===== src/hdl/fmsp_pkg.sv =====
// fan motor sequencer and protection: shared constants, types and helpers
// assumes a 50 MHz system clock and 12-bit offset-binary adc codes
`default_nettype none
package fmsp_pkg;

    // time base
    localparam int CLK_PERIOD_NS = 20;
    localparam int CTRL_TICK_MS  = 1;
    localparam int PROT_TICK_US  = 125;
    localparam int CTRL_TICK_CYC = CTRL_TICK_MS * 1000000 / CLK_PERIOD_NS;
    localparam int PROT_TICK_CYC = PROT_TICK_US * 1000 / CLK_PERIOD_NS;
    localparam logic [2:0] BOOT_TICKS = 3'h5;

    // speed thresholds in rpm
    localparam logic [8:0] SWITCH_RPM_DEF = 9'h041;
    localparam logic [8:0] ID_OFF_RPM_DEF = 9'h055;

    // adc scaling: current full scale is the trip level, bus 0..fff = 0..300 V
    localparam logic [11:0] ADC_MID = 12'h800;
    localparam logic [11:0] OC_HI   = 12'hfff;
    localparam logic [11:0] OC_LO   = 12'h000;
    localparam logic [11:0] OV_CODE = 12'hfff;
    localparam logic [11:0] UV_CODE = 12'h2ab;

    // gate pattern: [5:3] high side, [2:0] low side
    localparam logic [5:0] GATE_NONE     = 6'h00;
    localparam logic [5:0] GATE_LOW_SIDE = 6'h07;
    localparam logic [5:0] GATE_ALL      = 6'h3f;

    // pick-up arithmetic, q12 coefficients, 16-bit angle (10000h = 360 deg)
    localparam logic [16:0] COEF_A_U   = 17'h01399;
    localparam logic [16:0] COEF_B_U   = 17'h00b50;
    localparam logic [16:0] COEF_B_W   = 17'h016a1;
    localparam logic [15:0] ANG_HALF   = 16'h8000;
    localparam logic [15:0] ANG_OFS120 = 16'h5555;
    localparam logic [15:0] BEMF_RECIP = 16'h0100;
    localparam logic [3:0]  CORDIC_LAST = 4'hf;

    // power factor stage: own 60 kHz period, independent of the inverter
    localparam logic [9:0] PFC_PERIOD_CYC = 10'h341;
    localparam logic [9:0] PFC_MAX_ON     = 10'h2ee;

    localparam logic [1:0] MODE_CODE_STOP  = 2'h0;
    localparam logic [1:0] MODE_CODE_RUN   = 2'h1;
    localparam logic [1:0] MODE_CODE_ERROR = 2'h2;

    typedef enum logic [1:0] {MODE_STOP, MODE_RUN, MODE_ERROR} fmsp_mode_t;
    typedef enum logic [1:0] {EV_STOP, EV_RUN, EV_ERROR, EV_RESET} fmsp_event_t;
    typedef enum logic [1:0] {PH_IDLE, PH_BOOT, PH_OPEN, PH_VECTOR} fmsp_phase_t;

    typedef struct packed {
        logic [11:0] iu;
        logic [11:0] iv;
        logic [11:0] iw;
        logic [11:0] vdc;
    } fmsp_adc_t;

    typedef struct packed {
        logic [11:0] vuv;
        logic [11:0] vwu;
    } fmsp_line_t;

    typedef struct packed {
        logic [15:0] angle;
        logic [15:0] speed_mag;
        logic [15:0] speed_delta;
        logic        dir_ccw;
        logic [15:0] bemf_volt;
        logic        valid;
    } fmsp_pickup_t;

    function automatic logic [15:0] atan_lut(input logic [3:0] i);
        case (i)
            4'h0:    atan_lut = 16'h2000;
            4'h1:    atan_lut = 16'h12e4;
            4'h2:    atan_lut = 16'h09fb;
            4'h3:    atan_lut = 16'h0511;
            4'h4:    atan_lut = 16'h028b;
            4'h5:    atan_lut = 16'h0146;
            4'h6:    atan_lut = 16'h00a3;
            4'h7:    atan_lut = 16'h0051;
            4'h8:    atan_lut = 16'h0029;
            4'h9:    atan_lut = 16'h0014;
            4'ha:    atan_lut = 16'h000a;
            4'hb:    atan_lut = 16'h0005;
            4'hc:    atan_lut = 16'h0003;
            4'hd:    atan_lut = 16'h0001;
            4'he:    atan_lut = 16'h0001;
            default: atan_lut = 16'h0000;
        endcase
    endfunction

    function automatic logic over_current(input logic [11:0] c);
        over_current = (c >= OC_HI) || (c <= OC_LO);
    endfunction

    function automatic logic [12:0] adc_signed(input logic [11:0] c);
        adc_signed = {1'b0, c} - {1'b0, ADC_MID};
    endfunction

endpackage
`default_nettype wire


===== src/hdl/fmsp_pickup.sv =====
// coasting-motor pick-up: angle, speed and back-emf from two line voltages
// assumes line codes are stable for the 17 cycles after start
`timescale 1ns/10ps
`default_nettype none
module fmsp_pickup import fmsp_pkg::*; (
    input  wire logic         mclk,     // system clock
    input  wire logic         sys_rst,  // sync reset, high
    input  wire logic         start,    // one-cycle measurement request
    input  wire fmsp_line_t   line,     // u-v and w-u line voltage codes
    output var  fmsp_pickup_t result    // last completed estimate
);

    logic signed [19:0] x_r;
    logic signed [19:0] y_r;
    logic        [15:0] z_r;
    logic        [3:0]  it_r;
    logic               busy_r;
    logic        [15:0] prev_ang_r;
    logic signed [12:0] u_s;
    logic signed [12:0] w_s;
    logic signed [31:0] pa;
    logic signed [31:0] pb;
    logic signed [19:0] dx;
    logic signed [19:0] dy;
    logic        [35:0] spd;
    logic        [15:0] ang_true;

    // alpha/beta from the two line voltages
    always_comb begin
        u_s = adc_signed(line.vuv);
        w_s = adc_signed(line.vwu);
        pa  = u_s * $signed(COEF_A_U);
        pb  = -(u_s * $signed(COEF_B_U) + w_s * $signed(COEF_B_W));
        dx  = x_r >>> it_r;
        dy  = y_r >>> it_r;
        spd = 36'(x_r[19:0]) * 36'(BEMF_RECIP);
        ang_true = z_r - ANG_OFS120;
    end

    // vectoring rotation drives q to zero, so x ends as |d,q|
    always_ff @(posedge mclk) begin
        if (sys_rst) begin
            x_r    <= '0;
            y_r    <= '0;
            z_r    <= '0;
            it_r   <= '0;
            busy_r <= 1'b0;
        end else if (start && !busy_r) begin
            busy_r <= 1'b1;
            it_r   <= '0;
            // left half-plane: pre-rotate by 180 deg
            if (pa[31]) begin
                x_r <= -pa[31:12];
                y_r <= -pb[31:12];
                z_r <= ANG_HALF;
            end else begin
                x_r <= pa[31:12];
                y_r <= pb[31:12];
                z_r <= '0;
            end
        end else if (busy_r) begin
            // arctangent of beta over alpha accumulates in z
            if (!y_r[19]) begin
                x_r <= x_r + dy;
                y_r <= y_r - dx;
                z_r <= z_r + atan_lut(it_r);
            end else begin
                x_r <= x_r - dy;
                y_r <= y_r + dx;
                z_r <= z_r - atan_lut(it_r);
            end
            it_r <= it_r + 4'h1;
            if (it_r == CORDIC_LAST) begin
                busy_r <= 1'b0;
            end
        end
    end

    // one start per control tick while the inverter is off, so the raw angle change is speed per tick
    always_ff @(posedge mclk) begin
        if (sys_rst) begin
            result     <= '0;
            prev_ang_r <= '0;
        end else if (busy_r && it_r == CORDIC_LAST) begin
            result.angle       <= ang_true;
            result.speed_mag   <= spd[23:8];
            result.speed_delta <= z_r - prev_ang_r;
            result.dir_ccw     <= (z_r - prev_ang_r) >= ANG_HALF;
            // inverter voltage set equal to measured back-emf
            result.bemf_volt   <= x_r[15:0];
            result.valid       <= 1'b1;
            prev_ang_r         <= z_r;
        end
    end

endmodule
`default_nettype wire


===== src/hdl/fmsp_top.sv =====
// fan motor sequencer with start-up phases, pick-up catch, pfc and trips
// assumes adc codes arrive synchronous to mclk; pwm/vector math lives outside
// Functional notes
// - run event: stop goes run, error stays
// - stop event: run goes stop, error stays
// - error event forces error from stop/run
// - reset: error->stop, stop->stop, run->error
// - five 1 ms boot-charge ticks before open loop
// - open loop to vector at switchover speed
// - direct-axis current off at second threshold
// - phase overcurrent checked each 125 us, trips
// - bus overvoltage checked each 125 us, trips
// - bus undervoltage checked each 125 us, trips
// - restart output voltage equals measured back-emf
// - alpha/beta from line voltages, angle by arctangent
// - speed from d/q magnitude over scaled constant
// - angle change per tick gives speed, direction
// - angle for vector control less 120 degrees
// - pfc continuous-mode single switch, shunt sensed
// - pfc timing independent of inverter timing
// - emergency stop drops all six gate outputs
`timescale 1ns/10ps
`default_nettype none
module fmsp_top import fmsp_pkg::*; #(
    parameter int unsigned MS_CYC     = CTRL_TICK_CYC,
    parameter int unsigned PROT_CYC   = PROT_TICK_CYC,
    parameter logic [8:0]  SWITCH_RPM = SWITCH_RPM_DEF,
    parameter logic [8:0]  ID_OFF_RPM = ID_OFF_RPM_DEF
) (
    input  wire logic         mclk,             // 50 MHz clock
    input  wire logic         sys_rst,          // sync reset, high
    input  wire logic         run_request_flag, // 1 start, 0 stop
    input  wire logic         fault_reset_req,  // reset event request
    input  wire fmsp_adc_t    adc,              // phase currents, bus voltage
    input  wire fmsp_line_t   line,             // line voltage codes
    input  wire logic [8:0]   rotor_speed_rpm,  // estimator speed
    input  wire logic [11:0]  pfc_current_code, // pfc shunt current
    input  wire logic [11:0]  pfc_current_ref,  // pfc peak reference
    output logic [1:0]        mode_code_r,      // 0 stop, 1 run, 2 error
    output var fmsp_phase_t   drive_phase_r,    // start-up phase
    output logic [5:0]        gate_enable_r,    // six gate enables
    output logic              id_inject_r,      // d-axis start current on
    output logic              trip_oc_r,        // sticky overcurrent
    output logic              trip_ov_r,        // sticky overvoltage
    output logic              trip_uv_r,        // sticky undervoltage
    output logic [15:0]       volt_cmd_r,       // caught voltage command
    output logic [15:0]       angle_cmd_r,      // caught angle command
    output logic              pfc_gate_r,       // pfc switch drive
    output var fmsp_pickup_t  pickup_o          // pick-up estimate
);

    fmsp_mode_t  mode_r;
    fmsp_mode_t  mode_nxt;
    fmsp_event_t ev_w;
    logic [15:0] ms_cnt_r;
    logic        ms_tick_r;
    logic [12:0] prot_cnt_r;
    logic        prot_tick_r;
    logic        trip_pend_r;
    logic [2:0]  boot_cnt_r;
    logic [9:0]  pfc_cnt_r;
    logic        oc_w;
    logic        ov_w;
    logic        uv_w;
    logic        trip_now;
    logic        keep_run;
    logic        catch_ok;

    function automatic fmsp_mode_t seq_next(input fmsp_mode_t m, input fmsp_event_t e);
        seq_next = m;
        case (e)
            EV_RUN:   if (m == MODE_STOP) seq_next = MODE_RUN;
            EV_STOP:  if (m == MODE_RUN) seq_next = MODE_STOP;
            EV_ERROR: seq_next = MODE_ERROR;
            EV_RESET: seq_next = (m == MODE_RUN) ? MODE_ERROR : MODE_STOP;
            default:  seq_next = m;
        endcase
    endfunction

    function automatic logic [1:0] mode_code(input fmsp_mode_t m);
        case (m)
            MODE_RUN:   mode_code = MODE_CODE_RUN;
            MODE_ERROR: mode_code = MODE_CODE_ERROR;
            default:    mode_code = MODE_CODE_STOP;
        endcase
    endfunction

    // control and protection time bases
    always_ff @(posedge mclk) begin
        if (sys_rst) begin
            ms_cnt_r  <= '0;
            ms_tick_r <= 1'b0;
        end else if (ms_cnt_r == 16'(MS_CYC - 1)) begin
            ms_cnt_r  <= '0;
            ms_tick_r <= 1'b1;
        end else begin
            ms_cnt_r  <= ms_cnt_r + 16'h0001;
            ms_tick_r <= 1'b0;
        end
    end

    always_ff @(posedge mclk) begin
        if (sys_rst) begin
            prot_cnt_r  <= '0;
            prot_tick_r <= 1'b0;
        end else if (prot_cnt_r == 13'(PROT_CYC - 1)) begin
            prot_cnt_r  <= '0;
            prot_tick_r <= 1'b1;
        end else begin
            prot_cnt_r  <= prot_cnt_r + 13'h0001;
            prot_tick_r <= 1'b0;
        end
    end

    always_comb begin
        oc_w = over_current(adc.iu) || over_current(adc.iv)
            || over_current(adc.iw);
        ov_w = adc.vdc >= OV_CODE;
        uv_w = adc.vdc < UV_CODE;
        trip_now = prot_tick_r && (oc_w || ov_w || uv_w);
        // a trip outranks every host request in the same tick
        if (trip_pend_r || trip_now) begin
            ev_w = EV_ERROR;
        end else if (fault_reset_req) begin
            ev_w = EV_RESET;
        end else if (run_request_flag) begin
            ev_w = EV_RUN;
        end else begin
            ev_w = EV_STOP;
        end
        mode_nxt = ms_tick_r ? seq_next(mode_r, ev_w) : mode_r;
        keep_run = mode_nxt == MODE_RUN;
        catch_ok = pickup_o.valid && (pickup_o.speed_mag >= {7'h00, SWITCH_RPM});
    end

    // trip detected between ticks waits here for the next tick
    // a trip on the tick itself is posted at once, so holding it would post it twice
    always_ff @(posedge mclk) begin
        if (sys_rst) begin
            trip_pend_r <= 1'b0;
        end else if (ms_tick_r) begin
            trip_pend_r <= 1'b0;
        end else if (trip_now) begin
            trip_pend_r <= 1'b1;
        end
    end

    // sticky causes; a new trip wins over the clearing reset
    always_ff @(posedge mclk) begin
        if (sys_rst) begin
            trip_oc_r <= 1'b0;
            trip_ov_r <= 1'b0;
            trip_uv_r <= 1'b0;
        end else if (ms_tick_r && ev_w == EV_RESET && mode_r == MODE_ERROR) begin
            trip_oc_r <= prot_tick_r && oc_w;
            trip_ov_r <= prot_tick_r && ov_w;
            trip_uv_r <= prot_tick_r && uv_w;
        end else begin
            trip_oc_r <= trip_oc_r || (prot_tick_r && oc_w);
            trip_ov_r <= trip_ov_r || (prot_tick_r && ov_w);
            trip_uv_r <= trip_uv_r || (prot_tick_r && uv_w);
        end
    end

    always_ff @(posedge mclk) begin
        if (sys_rst) begin
            mode_r      <= MODE_STOP;
            mode_code_r <= MODE_CODE_STOP;
        end else begin
            mode_r      <= mode_nxt;
            mode_code_r <= mode_code(mode_nxt);
        end
    end

    // start-up phases; all advance only on the control tick
    always_ff @(posedge mclk) begin
        if (sys_rst) begin
            drive_phase_r <= PH_IDLE;
            boot_cnt_r    <= '0;
            id_inject_r   <= 1'b0;
            volt_cmd_r    <= '0;
            angle_cmd_r   <= '0;
        end else if (!keep_run) begin
            drive_phase_r <= PH_IDLE;
            boot_cnt_r    <= '0;
            id_inject_r   <= 1'b0;
            volt_cmd_r    <= '0;
            angle_cmd_r   <= '0;
        end else if (mode_r != MODE_RUN) begin
            drive_phase_r <= PH_BOOT;
            boot_cnt_r    <= '0;
        end else if (ms_tick_r) begin
            case (drive_phase_r)
                PH_BOOT: begin
                    if (boot_cnt_r == BOOT_TICKS - 3'h1) begin
                        if (catch_ok) begin
                            // coasting rotor: take over at its own emf
                            drive_phase_r <= PH_VECTOR;
                            volt_cmd_r    <= pickup_o.bemf_volt;
                            angle_cmd_r   <= pickup_o.angle;
                        end else begin
                            drive_phase_r <= PH_OPEN;
                            id_inject_r   <= 1'b1;
                        end
                    end else begin
                        boot_cnt_r <= boot_cnt_r + 3'h1;
                    end
                end
                PH_OPEN: begin
                    if (rotor_speed_rpm >= SWITCH_RPM) begin
                        drive_phase_r <= PH_VECTOR;
                    end
                    if (rotor_speed_rpm >= ID_OFF_RPM) begin
                        id_inject_r <= 1'b0;
                    end
                end
                PH_VECTOR: begin
                    if (rotor_speed_rpm >= ID_OFF_RPM) begin
                        id_inject_r <= 1'b0;
                    end
                end
                default: drive_phase_r <= PH_IDLE;
            endcase
        end
    end

    // gates drop on the edge after detection, ahead of the error tick
    always_ff @(posedge mclk) begin
        if (sys_rst) begin
            gate_enable_r <= GATE_NONE;
        end else if (trip_now || trip_pend_r || !keep_run) begin
            gate_enable_r <= GATE_NONE;
        end else begin
            case (drive_phase_r)
                PH_BOOT:   gate_enable_r <= GATE_LOW_SIDE;
                PH_OPEN:   gate_enable_r <= GATE_ALL;
                PH_VECTOR: gate_enable_r <= GATE_ALL;
                default:   gate_enable_r <= GATE_NONE;
            endcase
        end
    end

    // pfc free-runs on its own period, never aligned to the tick
    always_ff @(posedge mclk) begin
        if (sys_rst) begin
            pfc_cnt_r <= '0;
        end else if (pfc_cnt_r == PFC_PERIOD_CYC - 10'h001) begin
            pfc_cnt_r <= '0;
        end else begin
            pfc_cnt_r <= pfc_cnt_r + 10'h001;
        end
    end

    // peak current mode, one switch, shunt sensed current
    always_ff @(posedge mclk) begin
        if (sys_rst) begin
            pfc_gate_r <= 1'b0;
        end else if (trip_now || trip_pend_r || mode_r != MODE_RUN) begin
            pfc_gate_r <= 1'b0;
        end else if (pfc_cnt_r == '0) begin
            pfc_gate_r <= 1'b1;
        end else if (pfc_current_code >= pfc_current_ref || pfc_cnt_r == PFC_MAX_ON) begin
            pfc_gate_r <= 1'b0;
        end
    end

    // measure only while the inverter is off
    fmsp_pickup u_pickup (
        .mclk    (mclk),
        .sys_rst (sys_rst),
        .start   (ms_tick_r && mode_r != MODE_RUN),
        .line    (line),
        .result  (pickup_o)
    );
endmodule
`default_nettype wire


===== config.mk =====
export PLATFORM = sky130hd
export DESIGN_NAME = fmsp_top
export DESIGN_NICKNAME = d
export VERILOG_FILES = /design/src/hdl/fmsp_pkg.sv /design/src/hdl/fmsp_pickup.sv /design/src/hdl/fmsp_top.sv
export SDC_FILE = /design/constraint.sdc
export NUM_CORES = 1
export LEC_CHECK = 0
export BUFFER_PORTS_ARGS = -buffer_cell sky130_fd_sc_hd__buf_4
export CORE_MARGIN = 4
export CORE_UTILIZATION = 55
export DETAILED_ROUTE_END_ITERATION = 8
export GPL_TIMING_DRIVEN = 0
export PLACE_DENSITY = 0.74
export SLEW_MARGIN = 20
export SYNTH_ARGS = -nofsm -noshare
export SYNTH_HDL_FRONTEND = slang
export SYNTH_SLANG_ARGS = --single-unit

===== constraint.sdc =====
create_clock -name mclk -period 10.6 [get_ports mclk]
set_input_delay 2.12 -clock mclk [delete_from_list [all_inputs] [get_ports mclk]]
set_output_delay 2.12 -clock mclk [all_outputs]
set_load 0.03 [all_outputs]

---- Yosys cells after proc, flatten, opt, wreduce, memory -nomap -nowiden ----
Memories as Yosys holds them, arrays and structs flattened. A register that Yosys moved wholly into a read port is not among the register bits.
Cells that the tools add are included.
storage, ports and cells
  bits in registers ....................... 221
  memory bits (read-only) ................. 448
  bits of input ports ..................... 109
  output and inout bits ................... 113
  word-level logic and storage cells ...... 199
  memories ................................ 2
cells by class
  add/subtract/negate cells ............... 19
  $mul .................................... 3
  order comparisons ....................... 13
  equality and inequality tests ........... 24
  shift operators ......................... 2
  multiplexer cells ....................... 54
  bitwise gates (word level) .............. 4
  reductions and logical operators ........ 48
memory list
  memory           words  width  rd ports  clocked after Yosys merged registers in  write ports  line            text
  (no name shown)  16     14     1         1                                        0            fmsp_pkg.sv:73  case (i)
  (no name shown)  16     14     1         1                                        0            fmsp_pkg.sv:73
operators with widths
  kind                    count
  $mux 16                 12
  $mux 20                 8
  $mul 13x14->27 const B  2
  $ge 12x12->1 const B    4
  $add 20x20->20          2
  $neg 20->20             2
  $sshr 20x4->20          2
  $sub 20x20->20          2
  $le 12x1->1 const B     3
  $add 32x32->32          1
  $neg 32->32             1
  $sub 16x16->16          2
  $sub 12x12->13 const B  2
  $mul 13x9->22 const B   1
  $eq 10x10->1 const B    2
  $ge 9x7->1 const B      2
  $reduce_or 2->1         9
  $mux 1                  17
  $add 16x1->16 const B   1
  $add 16x16->16          1
  $eq 16x16->1 const B    1
  $ge 16x16->1 const B    1
  $ge 16x7->1 const B     1
  $mux 2                  8
  other kinds (33)        80

---- Logic depth before layout (Yosys ltp) ----
Gate-level depths: netlist (run 1).
  word-level depth ........................ 16
  gate-level depth with buffers ........... 34
  mapped depth without buffers ............ 34

---- Modules after synthesis ----
From an unflattened synthesis (run 1), not the netlist that was laid out.
second synthesis, totals
  cells, all modules ...................... 3048
  area total of the unflattened synthesis .. 25518.2 sq um
by module, submodules not included
  module       instances  cells an instance  area an instance (sq um)  seq. area each (sq um)
  fmsp_pickup  1          2550               21086.5                   2822.7
  fmsp_top     1          498                4431.8                    1801.7

---- Least setup slack after synthesis (run 1) ----
No wires, ideal clock.
  kind .................................... input port to flip-flop
  start ................................... input line[3] (netlist bit)
  end ..................................... register u_pickup.y_r[16]
  setup time .............................. 0.121 ns
  arrival time ............................ 9.455 ns
  data required time ...................... 10.479 ns
  slack ................................... 1.024 ns
  stages .................................. 33
  buffers on the path ..................... 0
  path through ............................ inv_1 -> ha_1 -> fa_1 -> ha_1 -> fa_1 -> fa_1 -> inv_1 -> fa_1 -> inv_1 -> ha_1 -> inv_1 -> a21oi_1 -> o21ai_0 -> a21oi_1 -> o21a_1 -> o21a_1 -> o21ai_0 -> nand2b_1 -> a21oi_1 -> xor2_1 -> ha_1 -> ha_1 -> a21o_1 -> a21o_1 -> a21o_1 -> o21a_1 -> or3_1 -> o41a_1 -> xnor2_1 -> o41ai_1 -> xnor2_1 -> o31ai_1 -> nor2_1
between the ends
  longest elaborated chain between the ends .. 7
RTL lines
  what                    line               text
  start: declaration      fmsp_top.sv:35     input wire fmsp_line_t line,
  $sub 12x12->13 (*)      fmsp_pkg.sv:98     adc_signed = {1'b0, c} - {1'b0, ADC_MID};
  $mul 13x14->27 (*)      fmsp_pickup.sv:33  pb = -(u_s * $signed(COEF_B_U) + w_s * $signed(COEF_B_W));
  $add 32x32->32 (*)      fmsp_pickup.sv:33
  $neg 32->32 (*)         fmsp_pickup.sv:33
  $neg 20->20             fmsp_pickup.sv:54  y_r <= -pb[31:12];
  $mux 20 (*)             fmsp_pickup.sv:52  if (pa[31]) begin
  $mux 20 (*)             fmsp_pickup.sv:48  end else if (start && !busy_r) begin
  end signal: assignment  fmsp_pickup.sv:54
  end signal: assignment  fmsp_pickup.sv:58  y_r <= pb[31:12];
  end signal: assignment  fmsp_pickup.sv:65  y_r <= y_r - dx;
  end: declaration        fmsp_pickup.sv:14  logic signed [19:0] y_r;
Every way passes the cells marked *; elsewhere a longest branch is shown, timed or not.
A chain may end at the register's enable or synchronous reset.

---- Worst setup path after layout (run 1) ----
Same ends and word-level chain as after synthesis.

==> results, run 1 <==
- The flow ran to the end, and the final reports show no timing, DRC or antenna violations.
- Counting flops and latches in the post-synthesis netlist gives 231.
- Setup repair after global routing left no endpoint under its margin.
- Of the total synthesized cell area, the portion taken by full adders, half adders and majority gates is 0.279.
- The internal cell power is 0.00383 W.
- The arrival time of data at the critical path endpoint is 10.51 ns.
- The via count normalized by instance count is 5.98.
- The kind of critical path is input pin to register.
- After clock tree synthesis, the flow added hold-fix buffers numbering 0.
- The net switching power is 0.00401 W.
- The slack of the worst reg-to-reg path is 3.67 ns.
- The worst clock skew is 0.0283 ns.
- Wires add up to 74,600 um.
- The cell with the biggest individual delay on the critical path is fa_1.
- The endpoint identified for the worst register-to-register timing path is u_pickup.y_r[14].
- In the global route stage, overall resource usage came out at 0.293.
- The sum of overflow across all layers after global routing is 0.
- The tightest min-delay check is of the register to register type.
- The maximum clock insertion buffer count is 3.
- The die is 222 um wide.
- The portion of the clock cycle consumed by the worst path in the final layout is 0.951.
- The relative contribution of sequential cells to total power is 0.111.
- VDD sags by at most 0.558 mV.
- The tool flagged a number of max-cap violations equal to 0.
- The die outline area is 49,300 um2.
- In this run the mean area of a mapped cell was 8.49 um2.
- The clock reaches the later pin of the worst-skew pair after 0.57 ns.
- For this configuration, the core starts out at a cell density of 0.556.
- The depth of the CTS H-tree is 1.
- The hold slack is 0.445 ns.
- The most frequent cell on the critical path is ha_1.
- The HPWL reported at the end of detailed placement is 60,800 um.
- The fraction of power consumed by combinational cells is 0.765.
- The worst hold path startpoint is ms_cnt_r[0].
- The cell family contributing the most delay on the critical path is adder cells.
- Setup violations remaining at the end of the flow were counted as 0.
- Together, buffers and inverters on the worst path number 5.
- The total count of max-transition violations in the final report came to 0.
- Of the total power, the share spent switching nets is 0.511.
- At the end of the flow the core is filled with cells to 0.630.
- Leaving out fill and tap cells, the most frequent cell in the layout is ha_1.
- In the post-synthesis netlist, the biggest area contributors are ha_1 19%, dfxtp_1 18%, fa_1 8.4%.
- In this run, synthesis inferred 0 flip-flops with an integrated enable.
- The proportion of synthesized area in mux cells is 0.0810.
- Of the synthesized area, sequential elements account for 0.184.
- The post-synthesis compound-gate area fraction was 0.152.
- During placement, the flow inserted port buffers numbering 221.
- For the worst flop-to-flop path, the logic depth is 22.
- The count of mapped cells out of synthesis is 2,967.
- In this run the critical register-to-register path is launched from u_pickup.it_r[1].
- The height of the die is 222 um.
- The filler cells instantiated in the layout total 3,994.
- The root buffer cell is clkbuf_16.
- The TritonCTS clock tree is done.
- Buffers inserted during clock tree synthesis total 25.
- Dividing the detail-routed wire length by the instance count gives 19.5 um.
- After detailed routing, the number of remaining DRC violations is 0.
- The leakage power of the design is 13.2 nW.
- The cell area that synthesis handed to floorplanning was 25,200 um2.
- The headroom to the max-slew limit is 0.319.
- The required time of the critical path is 11.03 ns.
- The placeable core area is 45,300 um2.
- The sink count of the clock tree is 231.
- During synthesis, Yosys emitted a total of 0 warnings.
- The transition at the pin with the smallest max-transition slack is 1.02 ns.
- The count of endpoints failing hold in the final timing report came to 0.
- The post-synthesis async set-or-reset flop share is 0.
- After synthesis, the largest family of logic cells by area is adder cells.
- The kind of end point of the critical path is a register.
- STA classifies the critical path startpoint as an input pin.
- The number of global-route vias before repair is 23,100.
- In this run, distinct cell masters in the synthesized netlist total 88.
- During I/O placement, the number of pins put on the boundary was 222.
- The layout cell share with drive strength beyond 1 is 0.120.
- For the finished layout, the period the worst path requires is 10.09 ns.
- The count of antenna-violating nets left after detailed routing is 0.
- The top cell type by total area after synthesis is ha_1.
- The area added between synthesis and finish is 13.3%.
- Power comes to 0.00784 W.
- In this design, the stage delay of the slowest critical-path cell is 0.54 ns.
- In the layout the commonest cells are 392 x ha_1, 269 x inv_1, 266 x nand2_1, 263 x nor2_1, 241 x buf_4.
- The upper clock frequency limit is 99.2 MHz.
- The number of cell rows is 78.
- The number of cells on the worst hold path is 1.
- The number of antenna violations at the first check in global routing is 1.
- The proportion of power drawn by the clock network is 0.124.
- After clock tree synthesis, the clock-pin slew on the worst setup and hold paths is 0.06 ns.
- Of the total synthesized cell area, the portion taken by XOR and XNOR cells is 0.0737.
- The number of nets in the layout is 3,822.
- In this run the worst path has a maximum fanout of 8.
- The worst hold path terminates at ms_cnt_r[0].
- The wire length of the first global-routing pass is 120,000 um.
- Dividing total power by cell area gives a power density of 275 nW/um2.
- The final weighted congestion in routability-driven placement is 1.03.
- The number of inserted diodes is 0.
- The number of nets handed over by synthesis was 3,574.
- Entering global routing, the biggest net connects 19 pins.
- Summing over every cut layer, the via total after detailed routing is 22,900.
- The area share of and/or/nand/nor cells after synthesis is 0.168.
- The detailed router finished its first iteration with 1,816 violations.
- The share of synthesized area in the top cell type comes to 0.195.
- The pre-antenna-repair detailed-routing pass consisted of 6 iterations.
- Among all flip-flop cells after synthesis, the most frequent one is dfxtp_1.
[metal layers]
| metal | track usage | up-vias | routed length, um |
|---|---|---|---|
| met5 | 0 | - | 16 |
| li1 | - | 11000 | - |
| met1 | 0.343 | 11000 | 29200 |
| met4 | 0.115 | 2 | 3070 |
| met2 | 0.544 | 766 | 37900 |
| met3 | 0.0355 | 194 | 4400 |
[state kept, by name, summed over array words and instances (netlist names), 2 cells and up, named ones only]
register             flops
ms_cnt_r                16
u_pickup.it_r            4
prot_cnt_r              13
pfc_cnt_r               10
drive_phase_r            2
gate_enable_r            2
u_pickup.z_r            16
u_pickup.y_r            20
mode_r                   2
angle_cmd_r             16
boot_cnt_r               3
u_pickup.prev_ang_r     16
volt_cmd_r              16
u_pickup.result         50
u_pickup.x_r            20
mode_code_r              2
[cell usage after synthesis, types with 18 or more instances]
master and instances:
mux2i_1 70, nor4_1 22, nand2_1 266, nand3_1 59, dfxtp_1 231, a21o_1 43
o21ai_0 118, ha_1 392, xnor2_1 123, a211oi_1 18, a21oi_1 219, and2_1 20
nor2b_1 23, nand4_1 35, nor3_1 65, inv_1 269, nor2_1 263, nand2b_1 22
mux4_2 37, clkbuf_1 75, xor2_1 89, or3_1 25, fa_1 106, and3_1 27
a31oi_1 31, buf_4 20
[worst max path at each step]
| stage | start | to | cells past startpoint |
|---|---|---|---|
| 6_report | line[3] | u_pickup.y_r[16] | 34 |
| 5_1_grt | line[3] | u_pickup.y_r[19] | 34 |
| 4_1_cts | line[3] | u_pickup.y_r[18] | 34 |
| 3_5_place_dp | line[3] | u_pickup.y_r[18] | 34 |
| 3_3_place_gp | line[3] | u_pickup.y_r[19] | 34 |
| 2_1_floorplan | line[3] | u_pickup.y_r[16] | 33 |
[per-stage QoR]
step / cell area [um2] / setup TNS (ns) / std cells / setup slack, ns
floorplan: 25200 / 0 / 2967 / 1.02
global placement: 27600 / 0 / 3788 / 0.0563
global route: 28500 / 0 / 3833 / 0.00851
detailed placement: 27600 / -0.607 / 3788 / -0.172
finish: 28500 / 0 / 3833 / 0.514
CTS: 28500 / 0 / 3833 / 0.361
[power groups by stage]
stage          Sequential (W)  Combinational, W  Clock [W]
2_1_floorplan        0.000893           0.00457          0
3_3_place_gp         0.000893           0.00573          0
3_5_place_dp         0.000893           0.00584          0
4_1_cts              0.000874           0.00589   0.000982
5_1_grt              0.000874           0.00677    0.00102
6_report             0.000874           0.00600   0.000970
[final cells by class]
| type | instances | area, um2 | area share |
|---|---|---|---|
| Buffer | 115 | 558 | 0.0196 |
| Multi-Input combinational cell | 2350 | 19000 | 0.667 |
| Inverter | 271 | 1020 | 0.0357 |
| Clock inverter | 16 | 234 | 0.00820 |
| Tap cell | 600 | 751 | 0.0263 |
| Timing Repair Buffer | 221 | 1660 | 0.0582 |
| Clock buffer | 29 | 671 | 0.0235 |
| Sequential cell | 231 | 4620 | 0.162 |
[what timing repair did]
action,in CTS,in global routing
buffers inserted,0,0
setup endpoints to repair,0,4
resized for setup,0,4
[kinds of logic (layout without fill, tap and decap cells)]
kind of cell,after synthesis,after routing
buf+inv,386,652
fa+ha+maj,498,498
xor+xnor,212,212
simple gates,892,892
mux,136,136
compound gates,612,612
flops,231,231
(Power assumes the default switching activity.)
==> inputs of run 2 (changes only) <==
clock period = 12.5 ns   (was 10.6 ns; I/O delays follow)
==> run 2 against run 1 <==
Effect of this change:
- global-route usage unchanged
- routed wire length unchanged
- power decreased by 16%
- non-clock buffer count unchanged
- largest power group unchanged
- setup slack improved by 1.2 ns
- critical endpoint is now u_pickup.y_r[18]
- sequential cell count unchanged
- cell count unchanged
- cell area about the same
- clock power decreased by 15%
- first-iteration DRC count decreased by 1.9%
==> results, run 2 (synthesis gave the netlist of run 1 again) <==
- The startpoint identified for the worst register-to-register timing path is u_pickup.it_r[1].
- The HPWL reported at the end of detailed placement is 60,800 um.
- For this run the aggregate overflow at the end of global routing stands at 0.
- The number of antenna violations at the first check in global routing was 1.
- The via count is 22,900.
- The path class of the tightest hold or removal check is register to register.
- The root buffer cell is clkbuf_16.
- The number of search-and-repair iterations in the first detailed-routing pass is 6.
- IR analysis of the VDD net gives a maximum drop of 0.473 mV.
- The arrival time of data at the critical path endpoint is 11.16 ns.
- At the worst endpoint, the required time is 12.89 ns.
- The cell with the biggest individual delay on the critical path is o41ai_1.
- At the end of routability-driven placement, the weighted congestion stood at 1.03.
- The portion of the clock cycle consumed by the worst path in the final layout is 0.861.
- The post-CTS setup buffer count is 0.
- TritonCTS created 25 clock buffers.
- The worst setup path is captured at a register.
- Ranked by flip-flop count, first place goes to u_pickup.result.
- The number of global-route vias before repair is 23,100.
- The final wirelength is 74,600 um.
- The worst register-to-register path has a setup slack of 5.65 ns.
- The number of filler instances in the final layout is 3,992.
- The worst-case reg-to-reg path depth is 23.
- The maximum clock insertion buffer count is 3.
- 0 antenna diodes ended up in the layout.
- For met2 alone, demand over resource in global routing was 0.544.
- From left edge to right edge, the die measures 222 um.
- The leakage power of the design is 13.2 nW.
- The tightest hold path in the finished design has a slack of 0.445 ns.
- In the routed design, unresolved DRC markers number 0.
- After global routing, the most crowded layer is met2.
- The headroom to the max-slew limit is 0.303.
- The number of instances resized during post-cts repair is 0.
- The clock latency at the later pin of the worst-skew pair is 0.56 ns.
- The total negative slack for setup checks is 0 ns.
- The stage delay of the slowest cell on the critical path is 0.61 ns.
- Setup violations remaining at the end of the flow were counted as 0.
- The area added between synthesis and finish is 13.2%.
- In the final layout, the registers with the most flip-flops are u_pickup.result x50, u_pickup.x_r x20, u_pickup.y_r x20.
- For the pin with the worst max-slew slack, the measured transition is 1.04 ns.
- The maximum number of pins on one net before global-route repair is 19.
- The depth of the CTS H-tree is 1.
- The final period demand of the worst path is 10.76 ns.
- The die covers 49,300 um2.
- Based on the critical path, the design can be clocked at up to 92.9 MHz.
- The kind of launch point of the worst setup path is an input pin.
- In this run the tool buffered the top-level ports with 221 buffer cells.
- The routed wirelength normalized by instance count is 19.5 um.
- The run finished with clean final reports.
- The register with the most flip-flops in the layout has 50 of them.
- The worst clock skew is 0.0254 ns.
- In the global route stage, overall resource usage came out at 0.293.
- Of the cells placed in the final design, the portion with a size suffix greater than 1 is 0.119.
- The global routing met1 resource utilization is 0.343.
- The power per cell area is 232 nW/um2.
- In this run, post-CTS hold repair placed 0 buffers.
- In the global route stage, met3 resource usage came out at 0.0355.
- The count of endpoints failing hold in the final timing report is 0.
- The number of nets in the layout is 3,822.
- The first global-routing pass estimated 120,000 um of wire.
- After detailed routing, the number of vias per cell comes to 5.98.
- The clock transition at the register clock pins on the worst setup and hold paths after CTS is 0.06 ns.
- In the layout the commonest cells are 392 x ha_1, 269 x inv_1, 266 x nand2_1, 263 x nor2_1, 241 x buf_4.
- The end point of the worst hold path is ms_cnt_r[0].
- The detail route stage leaves a number of antenna-violating nets equal to 0.
- The sink count of the clock tree is 231.
- The number of placed I/O pins is 222.
- By startpoint and endpoint, the worst setup path is classified as input pin to register.
- The floorplan step defined a core boundary enclosing 45,300 um2.
- Counting instances, the worst hold path has a depth of 1.
- Setup repair after global routing left no endpoint under its margin.
- The highest fanout seen on the critical path is 8.
- Row generation in the floorplan step produced 78 rows.
- In this run the most critical hold path is launched from ms_cnt_r[0].
- The most common cell after layout, fill and taps aside is ha_1.
- The starting DRC count in detailed routing is 1,782.
- The TritonCTS clock tree is done.
- The die is 222 um tall.
- The most frequent cell on the critical path is ha_1.
- The total count of max-transition violations in the final report came to 0.
- The capture instance of the worst register-to-register path is u_pickup.y_r[16].
- The max-capacitance violation count is 0.
- The initial core utilization is 0.556.
run 2: report_power, final:
part | internal, W | leakage (nW) | total [W] | switching (W)
Sequential | 0.000738 | 1.86 | 0.000741 | 0.00000275
Clock | 0.000491 | 0.447 | 0.000823 | 0.000332
Combinational | 0.00200 | 10.9 | 0.00504 | 0.00304
Total | 0.00323 | 13.2 | 0.00660 | 0.00337
run 2: critical path, delay by kind of cell:
kind,cells,cell delay (ns)
XOR/XNOR,1,0.23
buffers and inverters,5,0.49
AO/OA/AOI/OAI,12,2.58
AND/OR/NAND/NOR,7,1.69
adder cells (fa/ha/maj),9,3.65
run 2: how the worst max path moves through the flow:
stage	start	end	slack, ns	depth (start not counted)
after floorplan	line[3]	u_pickup.y_r[16]	2.54	33
after global placement	line[3]	u_pickup.y_r[19]	1.58	34
after detailed placement	line[3]	u_pickup.y_r[18]	1.35	34
after CTS	line[3]	u_pickup.y_r[18]	1.88	34
after global routing	line[3]	u_pickup.y_r[19]	1.17	34
final	line[3]	u_pickup.y_r[18]	1.74	34
run 2: cell type report:
type | instances | area, um2 | area share
Multi-Input combinational cell | 2350 | 19000 | 0.666
Sequential cell | 231 | 4620 | 0.162
Timing Repair Buffer | 221 | 1660 | 0.0582
Inverter | 271 | 1020 | 0.0357
Tap cell | 600 | 751 | 0.0263
Clock buffer | 29 | 671 | 0.0235
Buffer | 115 | 558 | 0.0196
Clock inverter | 16 | 234 | 0.00821
run 2: layer usage:
| layer | routed length [um] | part of all wire |
|---|---|---|
| met5 | 16 | 0.00021 |
| met2 | 37900 | 0.51 |
| met3 | 4020 | 0.054 |
| met1 | 29500 | 0.40 |
| met4 | 3170 | 0.042 |
run 2: stage by stage:
stage / instance area, um2 / std cells / util / power (W) / setup WS (ns)
after global routing: 28500 / 3833 / 0.629 / 0.00730 / 1.17
after detailed placement: 27600 / 3788 / 0.609 / 0.00571 / 1.35
after global placement: 27600 / 3788 / 0.609 / 0.00561 / 1.58
after floorplan: 25200 / 2967 / - / 0.00463 / 2.54
after CTS: 28500 / 3833 / 0.629 / 0.00657 / 1.88
final: 28500 / 3833 / 0.629 / 0.00660 / 1.74
